<file path="config.mk">
export PLATFORM = sky130hd
export DESIGN_NAME = tmo_timer
export DESIGN_NICKNAME = d
export VERILOG_FILES = /design/src/verilog/tmo_pkg.sv /design/src/verilog/tmo_prescaler.sv /design/src/verilog/tmo_timer.sv
export VERILOG_INCLUDE_DIRS = /design/src /design/src/verilog
export SDC_FILE = /design/constraint.sdc
export NUM_CORES = 1
export LEC_CHECK = 0
export ABC_AREA = 1
export BUFFER_PORTS_ARGS = -buffer_cell sky130_fd_sc_hd__buf_2
export CELL_PAD_IN_SITES_DETAIL_PLACEMENT = 1
export CELL_PAD_IN_SITES_GLOBAL_PLACEMENT = 1
export CORE_UTILIZATION = 30
export DETAILED_ROUTE_END_ITERATION = 12
export MAX_ROUTING_LAYER = met4
export PLACE_DENSITY = 0.69
export SLEW_MARGIN = 20
export SYNTH_ARGS = -nofsm -noshare
export SYNTH_HDL_FRONTEND = slang
export SYNTH_SLANG_ARGS = --single-unit
</file>
<file path="constraint.sdc">
create_clock -name mclk -period 5.1 [get_ports mclk]
set_clock_uncertainty 0.2 [all_clocks]
set_input_delay 0.51 -clock mclk [delete_from_list [all_inputs] [get_ports mclk]]
set_output_delay 0.51 -clock mclk [all_outputs]
set_load 0.01 [all_outputs]
</file>
<file path="src/verilog/tmo_defs.svh">
`ifndef TMO_DEFS_SVH
`define TMO_DEFS_SVH

// register indices on the plain register port
`define TMO_ADDR_W 3
`define TMO_REG_LOW 3'h0
`define TMO_REG_HIGH 3'h1
`define TMO_REG_CTRL 3'h2
`define TMO_REG_FLAGS 3'h3
`define TMO_REG_ENABLES 3'h4
`define TMO_REG_PRIORITY 3'h5

// control register field positions
`define TMO_CTRL_WIDE_BIT 7
`define TMO_CTRL_SYSCLK_BIT 6
`define TMO_CTRL_PRESCALE_HI 5
`define TMO_CTRL_PRESCALE_LO 4
`define TMO_CTRL_OSCEN_BIT 3
`define TMO_CTRL_NOSYNC_BIT 2
`define TMO_CTRL_CLKSEL_BIT 1
`define TMO_CTRL_ON_BIT 0

// overflow bit inside the flag, enable and priority registers
`define TMO_OVF_BIT 0

// reset values
`define TMO_CTRL_RESET 8'h00
`define TMO_COUNT_RESET 16'h0000
`define TMO_BYTE_RESET 8'h00
`define TMO_COUNT_MAX 16'hFFFF

// compare unit mode that fires the special event trigger
`define TMO_CMP_MODE_TRIGGER 4'hB

// prescaler counter width (largest division is 8)
`define TMO_PRESCALE_W 3

`endif

</file>
<file path="src/verilog/tmo_pkg.sv">
package tmo_pkg;

  typedef enum logic [1:0] {
    TMO_DIV1 = 2'b00,
    TMO_DIV2 = 2'b01,
    TMO_DIV4 = 2'b10,
    TMO_DIV8 = 2'b11
  } tmo_prescale_t;

  typedef struct packed {
    logic wideAccessMode;
    logic systemClockFromLpOsc;
    tmo_prescale_t inputPrescaleSelect;
    logic lpOscEnable;
    logic extClockSyncDisable;
    logic clockSourceSelect;
    logic counterOn;
  } tmo_ctrl_t;

  typedef struct packed {
    logic [2:0] addr;
    logic [7:0] wdata;
    logic wr;
    logic rd;
  } tmo_bus_t;

endpackage

</file>
<file path="src/verilog/tmo_prescaler.sv">
`timescale 1ns/1ps
`include "tmo_defs.svh"

module tmo_prescaler
  import tmo_pkg::*;
#(
  parameter int CNT_W = `TMO_PRESCALE_W
) (
  // clock and reset
  input wire logic mclk,
  input wire logic srst,
  // control
  input wire logic clear,
  input wire tmo_prescale_t divSelect,
  // ticks
  input wire logic tickIn,
  output logic tickOut
);

  logic [CNT_W-1:0] count;
  logic [CNT_W-1:0] terminal;
  logic atTerminal;

  function automatic logic [CNT_W-1:0] div_terminal(input tmo_prescale_t sel);
    unique case (sel)
      TMO_DIV1: div_terminal = CNT_W'(0);
      TMO_DIV2: div_terminal = CNT_W'(1);
      TMO_DIV4: div_terminal = CNT_W'(3);
      TMO_DIV8: div_terminal = CNT_W'(7);
    endcase
  endfunction

  assign terminal = div_terminal(divSelect);
  assign atTerminal = (count >= terminal);
  assign tickOut = tickIn && atTerminal && !clear;

  // a clear wins over a pending tick so a low-byte write restarts the division cleanly
  always_ff @(posedge mclk) begin
    if (srst || clear) begin
      count <= '0;
    end else if (tickIn) begin
      count <= atTerminal ? '0 : count + CNT_W'(1);
    end
  end

endmodule

</file>
<file path="src/verilog/tmo_timer.sv">
// The implementer's own choices: the address-and-strobe port and the register addresses.
`timescale 1ns/1ps
`include "tmo_defs.svh"

// Notes on behaviour
// - counter counts up from 0000 to FFFF and wraps to zero.
// - each wrap from FFFF to 0000 sets the sticky overflow flag.
// - overflow request leaves only while its enable bit is set.
// - compare unit in trigger mode resets the counter when it fires.
// - a trigger-driven reset never sets the overflow flag.
// - a software counter write in the trigger cycle wins over the reset.
// - with trigger resets, the compare pair sets the counting period.
// - wide access mode maps the high-byte address onto a buffer.
// - wide mode low-byte read copies the live high byte into the buffer.
// - wide mode low-byte write loads the high byte from the buffer.
// - wide mode keeps software away from the live high byte.
// - high-byte writes keep the prescaler; low-byte writes clear it.
// - clock select 0 counts every cycle, 1 counts rising external edges.
// - prescale field divides the input by 1, 2, 4 or 8.
// - sync bit chooses synchronised or raw external clock; ignored internally.

module tmo_timer
  import tmo_pkg::*;
(
  // clock and reset
  input wire logic mclk,
  input wire logic srst,
  // register port
  input wire logic [`TMO_ADDR_W-1:0] regAddr,
  input wire logic [7:0] regWdata,
  input wire logic regWr,
  input wire logic regRd,
  output logic [7:0] regRdata,
  // clock inputs and oscillator status
  input wire logic extClockPin,
  input wire logic lpOscClock,
  input wire logic systemClockFromLpOsc,
  output logic lpOscEnable,
  // compare unit
  input wire logic [3:0] compareUnitMode,
  input wire logic compareTrigger,
  // interrupt request to the controller
  output logic overflowIrq,
  output logic overflowIrqPriority
);

  ////////////////////////////////////////////////////////////////////////////
  // register state

  tmo_bus_t bus;
  tmo_ctrl_t ctrl;
  logic [15:0] count;
  logic [7:0] highBuffer;
  logic overflowFlag;
  logic overflowIrqEnable;
  logic prioritySel;

  assign bus.addr = regAddr;
  assign bus.wdata = regWdata;
  assign bus.wr = regWr;
  assign bus.rd = regRd;

  ////////////////////////////////////////////////////////////////////////////
  // address decode

  logic wrLow;
  logic wrHigh;
  logic wrCtrl;
  logic wrFlags;
  logic wrEnables;
  logic wrPriority;
  logic rdLow;
  logic counterWrite;

  assign wrLow = bus.wr && (bus.addr == `TMO_REG_LOW);
  assign wrHigh = bus.wr && (bus.addr == `TMO_REG_HIGH);
  assign wrCtrl = bus.wr && (bus.addr == `TMO_REG_CTRL);
  assign wrFlags = bus.wr && (bus.addr == `TMO_REG_FLAGS);
  assign wrEnables = bus.wr && (bus.addr == `TMO_REG_ENABLES);
  assign wrPriority = bus.wr && (bus.addr == `TMO_REG_PRIORITY);
  assign rdLow = bus.rd && (bus.addr == `TMO_REG_LOW);

  // in wide mode a high-byte write only touches the buffer, not the count
  assign counterWrite = wrLow || (wrHigh && !ctrl.wideAccessMode);

  ////////////////////////////////////////////////////////////////////////////
  // external clock edge detection

  logic extSource;
  logic syncStage1;
  logic syncStage2;
  logic syncStage3;
  logic rawLast;
  logic syncEdge;
  logic rawEdge;
  logic extEdge;

  // an enabled oscillator takes over the external clock input
  assign extSource = ctrl.lpOscEnable ? lpOscClock : extClockPin;

  always_ff @(posedge mclk) begin
    if (srst) begin
      syncStage1 <= 1'b0;
      syncStage2 <= 1'b0;
      syncStage3 <= 1'b0;
      rawLast <= 1'b0;
    end else begin
      syncStage1 <= extSource;
      syncStage2 <= syncStage1;
      syncStage3 <= syncStage2;
      rawLast <= extSource;
    end
  end

  // raw path answers two cycles sooner but gives no metastability margin
  assign syncEdge = syncStage2 && !syncStage3;
  assign rawEdge = extSource && !rawLast;
  assign extEdge = ctrl.extClockSyncDisable ? rawEdge : syncEdge;

  ////////////////////////////////////////////////////////////////////////////
  // clock selection and prescaler

  logic inputTick;
  logic scaledTick;
  logic stepCount;

  // internal source is the instruction clock, one tick per mclk cycle
  assign inputTick = ctrl.clockSourceSelect ? extEdge : 1'b1;

  tmo_prescaler #(
    .CNT_W(`TMO_PRESCALE_W)
  ) u_prescaler (
    .mclk(mclk),
    .srst(srst),
    .clear(wrLow),
    .divSelect(ctrl.inputPrescaleSelect),
    .tickIn(inputTick && ctrl.counterOn),
    .tickOut(scaledTick)
  );

  assign stepCount = scaledTick && ctrl.counterOn;

  ////////////////////////////////////////////////////////////////////////////
  // compare unit trigger

  logic triggerArmed;
  logic triggerReset;

  // the trigger is acted on even with a raw external clock; results are then
  // only as good as the clock relation software has chosen
  assign triggerArmed = (compareUnitMode == `TMO_CMP_MODE_TRIGGER);
  assign triggerReset = triggerArmed && compareTrigger && !counterWrite;

  ////////////////////////////////////////////////////////////////////////////
  // counter next value

  logic wrap;
  logic [15:0] next_count;
  logic [15:0] writtenCount;
  logic [15:0] incremented;

  assign incremented = count + 16'h0001;
  assign wrap = stepCount && (count == `TMO_COUNT_MAX) && !counterWrite && !triggerReset;

  always_comb begin
    writtenCount = count;
    if (wrLow) begin
      if (ctrl.wideAccessMode) begin
        writtenCount = {highBuffer, bus.wdata};
      end else begin
        writtenCount = {count[15:8], bus.wdata};
      end
    end else if (wrHigh) begin
      writtenCount = {bus.wdata, count[7:0]};
    end
  end

  always_comb begin
    next_count = count;
    if (counterWrite) begin
      next_count = writtenCount;
    end else if (triggerReset) begin
      next_count = `TMO_COUNT_RESET;
    end else if (stepCount) begin
      next_count = incremented;
    end
  end

  always_ff @(posedge mclk) begin
    if (srst) begin
      count <= `TMO_COUNT_RESET;
    end else begin
      count <= next_count;
    end
  end

  ////////////////////////////////////////////////////////////////////////////
  // high-byte buffer

  logic [7:0] next_highBuffer;

  always_comb begin
    next_highBuffer = highBuffer;
    if (ctrl.wideAccessMode && wrHigh) begin
      next_highBuffer = bus.wdata;
    end else if (ctrl.wideAccessMode && rdLow) begin
      next_highBuffer = count[15:8];
    end
  end

  always_ff @(posedge mclk) begin
    if (srst) begin
      highBuffer <= `TMO_BYTE_RESET;
    end else begin
      highBuffer <= next_highBuffer;
    end
  end

  ////////////////////////////////////////////////////////////////////////////
  // control, flag, enable and priority registers

  logic next_overflowFlag;

  // hardware set wins over a software clear in the same cycle
  assign next_overflowFlag = wrap ? 1'b1 :
                             wrFlags ? bus.wdata[`TMO_OVF_BIT] : overflowFlag;

  always_ff @(posedge mclk) begin
    if (srst) begin
      ctrl <= tmo_ctrl_t'(`TMO_CTRL_RESET);
      overflowFlag <= 1'b0;
      overflowIrqEnable <= 1'b0;
      prioritySel <= 1'b0;
    end else begin
      if (wrCtrl) begin
        ctrl <= tmo_ctrl_t'(bus.wdata);
      end
      overflowFlag <= next_overflowFlag;
      if (wrEnables) begin
        overflowIrqEnable <= bus.wdata[`TMO_OVF_BIT];
      end
      if (wrPriority) begin
        prioritySel <= bus.wdata[`TMO_OVF_BIT];
      end
    end
  end

  assign lpOscEnable = ctrl.lpOscEnable;
  assign overflowIrq = overflowFlag && overflowIrqEnable;
  assign overflowIrqPriority = prioritySel;

  ////////////////////////////////////////////////////////////////////////////
  // read path, data one cycle after the strobe

  logic [7:0] readMux;
  logic [7:0] ctrlView;
  logic [7:0] highView;

  // the status bit reflects the live oscillator status, not a stored copy
  assign ctrlView = {ctrl.wideAccessMode, systemClockFromLpOsc,
                     ctrl[`TMO_CTRL_PRESCALE_HI:0]};
  assign highView = ctrl.wideAccessMode ? highBuffer : count[15:8];

  always_comb begin
    readMux = 8'h00;
    unique case (bus.addr)
      `TMO_REG_LOW: readMux = count[7:0];
      `TMO_REG_HIGH: readMux = highView;
      `TMO_REG_CTRL: readMux = ctrlView;
      `TMO_REG_FLAGS: readMux = {7'h00, overflowFlag};
      `TMO_REG_ENABLES: readMux = {7'h00, overflowIrqEnable};
      `TMO_REG_PRIORITY: readMux = {7'h00, prioritySel};
      default: readMux = 8'h00;
    endcase
  end

  always_ff @(posedge mclk) begin
    if (srst) begin
      regRdata <= 8'h00;
    end else if (bus.rd) begin
      regRdata <= readMux;
    end else begin
      regRdata <= 8'h00;
    end
  end

endmodule

</file>
==> results.cfg <==
[outcome]
status = finished, final reports clean

[hold_path]
hold_end = syncStage3
worstHoldStart = syncStage2
hold_depth = 2
hold_class = register to register

[sta]
fin_tns_setup_ns = 0
period_share_pct = 46.0
timing.hold.ws_ns = 0.240
hold_viol = 0
setup_viol = 0
worst_pin_slew_ns = 1.04
slew_violations = 0
period_minus_slack_ns = 2.35
slew_headroom_pct = 30.6
fmax_mhz = 426
rsz0062_at_grt = false

[logic_synthesis]
synth_nets = 472
async_flop_share_pct = 0
synth_most_common_cell = nand2_1
ys_types = 32
synth_top_cell_by_area = dfxtp_1
ys_seq_area_share_pct = 34.1
netlist.area_leader.share_pct = 34.1
syn_area_per_cell_um2 = 6.34
netlist_top_cells_area = dfxtp_1 (34%), nand2_1 (16%), nor2_1 (9.5%)
syn_inst = 444
synth_edf_count = 0
synth-main-ff-cell = dfxtp_1
syn_area_um2 = 2820
ys_top_cells_by_count = nand2_1 (117), nor2_1 (71), inv_1 (58)
yosys_warnings = 0
synth_seq_cells = 48

[setup_path]
cp_data_required_time_ns = 5.11
r2r_start = count[1]
ff2ff_path_depth = 10
crit_fanout = 13
cp-start-kind = input pin
worstSetupPathType = input pin to register
critical_path_arrival_ns = 2.35
reg2reg_slack_ns = 3.01
r2r_end = count[12]
cp-end-kind = register

[drt]
antenna_left = 0
drc = 0
drt_iter0_drc = 116
wire_per_inst_um = 15.8
drt_pass1_iterations = 4
wirelength_mm = 9.18
vias = 2961
avgViaCountPerCell = 5.10

[global_routing]
grt_max_degree = 32
antenna_found_initial = 0
gr-total-overflow = 0
grt_pass1_vias = 2905
grt.total_usage_pct = 20.1
grt_pass1_wl_mm = 14.9

[power]
peakVddDrop_mv = 0.117
power.leakage_nw = 1.53
powerDensity_nw_per_um2 = 265

[layout]
final_cells = 581
diodes = 0
finalNetCount = 500
finish.utilization_pct = 35.5
drive_above_1_share_pct = 10.6
areaGrowthSynthToFinish_pct = 12.3
nFillCells = 1190

[die]
coreArea_um2 = 8890
dieArea_um2 = 9780
initial_utilization_pct = 31.7
die_w_um = 98.9
ios = 34
dieHeight_um = 98.9
rows = 34

[job]
max-cap-violations = 0

[placement]
hpwl_mm = 7.30
placed_cells_incl_taps = 573
place.gp.congestion = 0.922
port_buffers = 33

[clock_tree]
ctsResizeCount = 0
cts_tree = yes
clock_path_buffers = 2
clockRootBuffer = clkbuf_8
cts_buffers = 5
post_cts_buffers = 0
clkTransAtPathRegs_ns = 0.10
cts_num_sinks = 48
h-tree-depth = 2
clk-insertion-delay-late_ns = 0.31
postCtsHoldBufs = 0
cell families (layout without fill, tap and decap cells):
| kind of cell | count (synthesis) | count (layout) | share of synthesized area (%) |
|---|---|---|---|
| AND/OR/NAND/NOR | 230 | 230 | 34.4 |
| adder cells (fa/ha/maj) | 5 | 5 | 2.22 |
| buffers and inverters | 72 | 101 | 10.5 |
| AO/OA/AOI/OAI | 83 | 83 | 16.8 |
| flip-flops | 48 | 48 | 34.1 |
| XOR/XNOR | 5 | 5 | 1.56 |
| multiplexers | 1 | 1 | 0.356 |
sequential cells by signal (all words and copies together) (netlist names):
register,cells
u_prescaler.count,3
highBuffer,8
rawLast,1
count,16
regRdata,8
overflowIrqEnable,1
ctrl,6
overflowIrqPriority,1
syncStage2,1
lpOscEnable,1
overflowFlag,1
syncStage3,1
worst max path at each step:
| stage | slack (ns) | end | cells past startpoint | startpoint |
|---|---|---|---|---|
| final | 2.75 | count[14] | 9 | regAddr[0] |
| after global routing | 2.55 | count[15] | 9 | regAddr[0] |
| after CTS | 2.78 | count[14] | 9 | regAddr[0] |
| after detailed placement | 2.45 | count[14] | 9 | regAddr[0] |
| after global placement | 2.58 | count[10] | 9 | regAddr[0] |
| after floorplan | 3.19 | count[10] | 9 | regWr |
power breakdown:
group	switching [W]	internal (W)	total [W]	leakage (nW)
Combinational	0.0000912	0.0000429	0.000134	1.08
Sequential	0.0000173	0.000392	0.000409	0.391
Clock	0.000146	0.000148	0.000294	0.0548
Total	0.000254	0.000583	0.000837	1.53
area by class of cell:
class,instances,area (um^2),area share [%]
Clock buffer,5,68.8,2.18
Sequential cell,48,961,30.4
Tap cell,108,135,4.28
Timing Repair Buffer,33,165,5.23
Clock inverter,3,46.3,1.46
Multi-Input combinational cell,324,1560,49.3
Inverter,60,225,7.13
cell usage in the layout, fill, tap and decap left out:
cell and count:
nand3_1 26, a31oi_1 1, inv_6 1, inv_2 1, buf_2 33, ha_1 5, nor3_4 1, nor2_1 71
xor2_1 4, xnor2_1 1, a311oi_1 1, dfxtp_1 48, bufinv_16 1, mux2i_1 1, a22oi_1 6, nand3_2 3
a41oi_1 1, nand4_1 3, clkinv_1 1, nor2_4 1, o221ai_1 4, o211ai_1 4, nand3b_1 1, clkinvlp_4 1
o21ai_0 30, a21oi_1 28, nor3_1 4, nand2_2 1, nand2_4 2, clkbuf_8 5, o22ai_1 8, inv_1 58
nand2_1 117
metrics by stage:
stage	area (um^2)	power [W]	setup slack, ns
after floorplan	2820	0.000506	3.19
after global routing	3160	0.000884	2.55
final	3160	0.000837	2.75
after detailed placement	3050	0.000552	2.45
after global placement	3050	0.000547	2.58
after CTS	3160	0.000848	2.78
layer usage:
| metal | track usage, % | up-vias | wire length, um |
|---|---|---|---|
| li1 | - | 1487 | - |
| met1 | 25.6 | 1418 | 4480 |
| met2 | 33.4 | 45 | 4320 |
| met3 | 3.12 | 11 | 259 |
| met4 | 4.71 | 0 | 131 |
| met5 | - | - | 0 |
critical path, cell delays in order:
cell     delay (ns)
buf_2          0.13
nor2_1         0.21
nand3_1        0.45
inv_1          0.37
nand2_1        0.18
nand2_2        0.26
nand2_1        0.09
nand2_1        0.07
nor2_1         0.06
No activity file was read; power rests on OpenSTA's default activity.
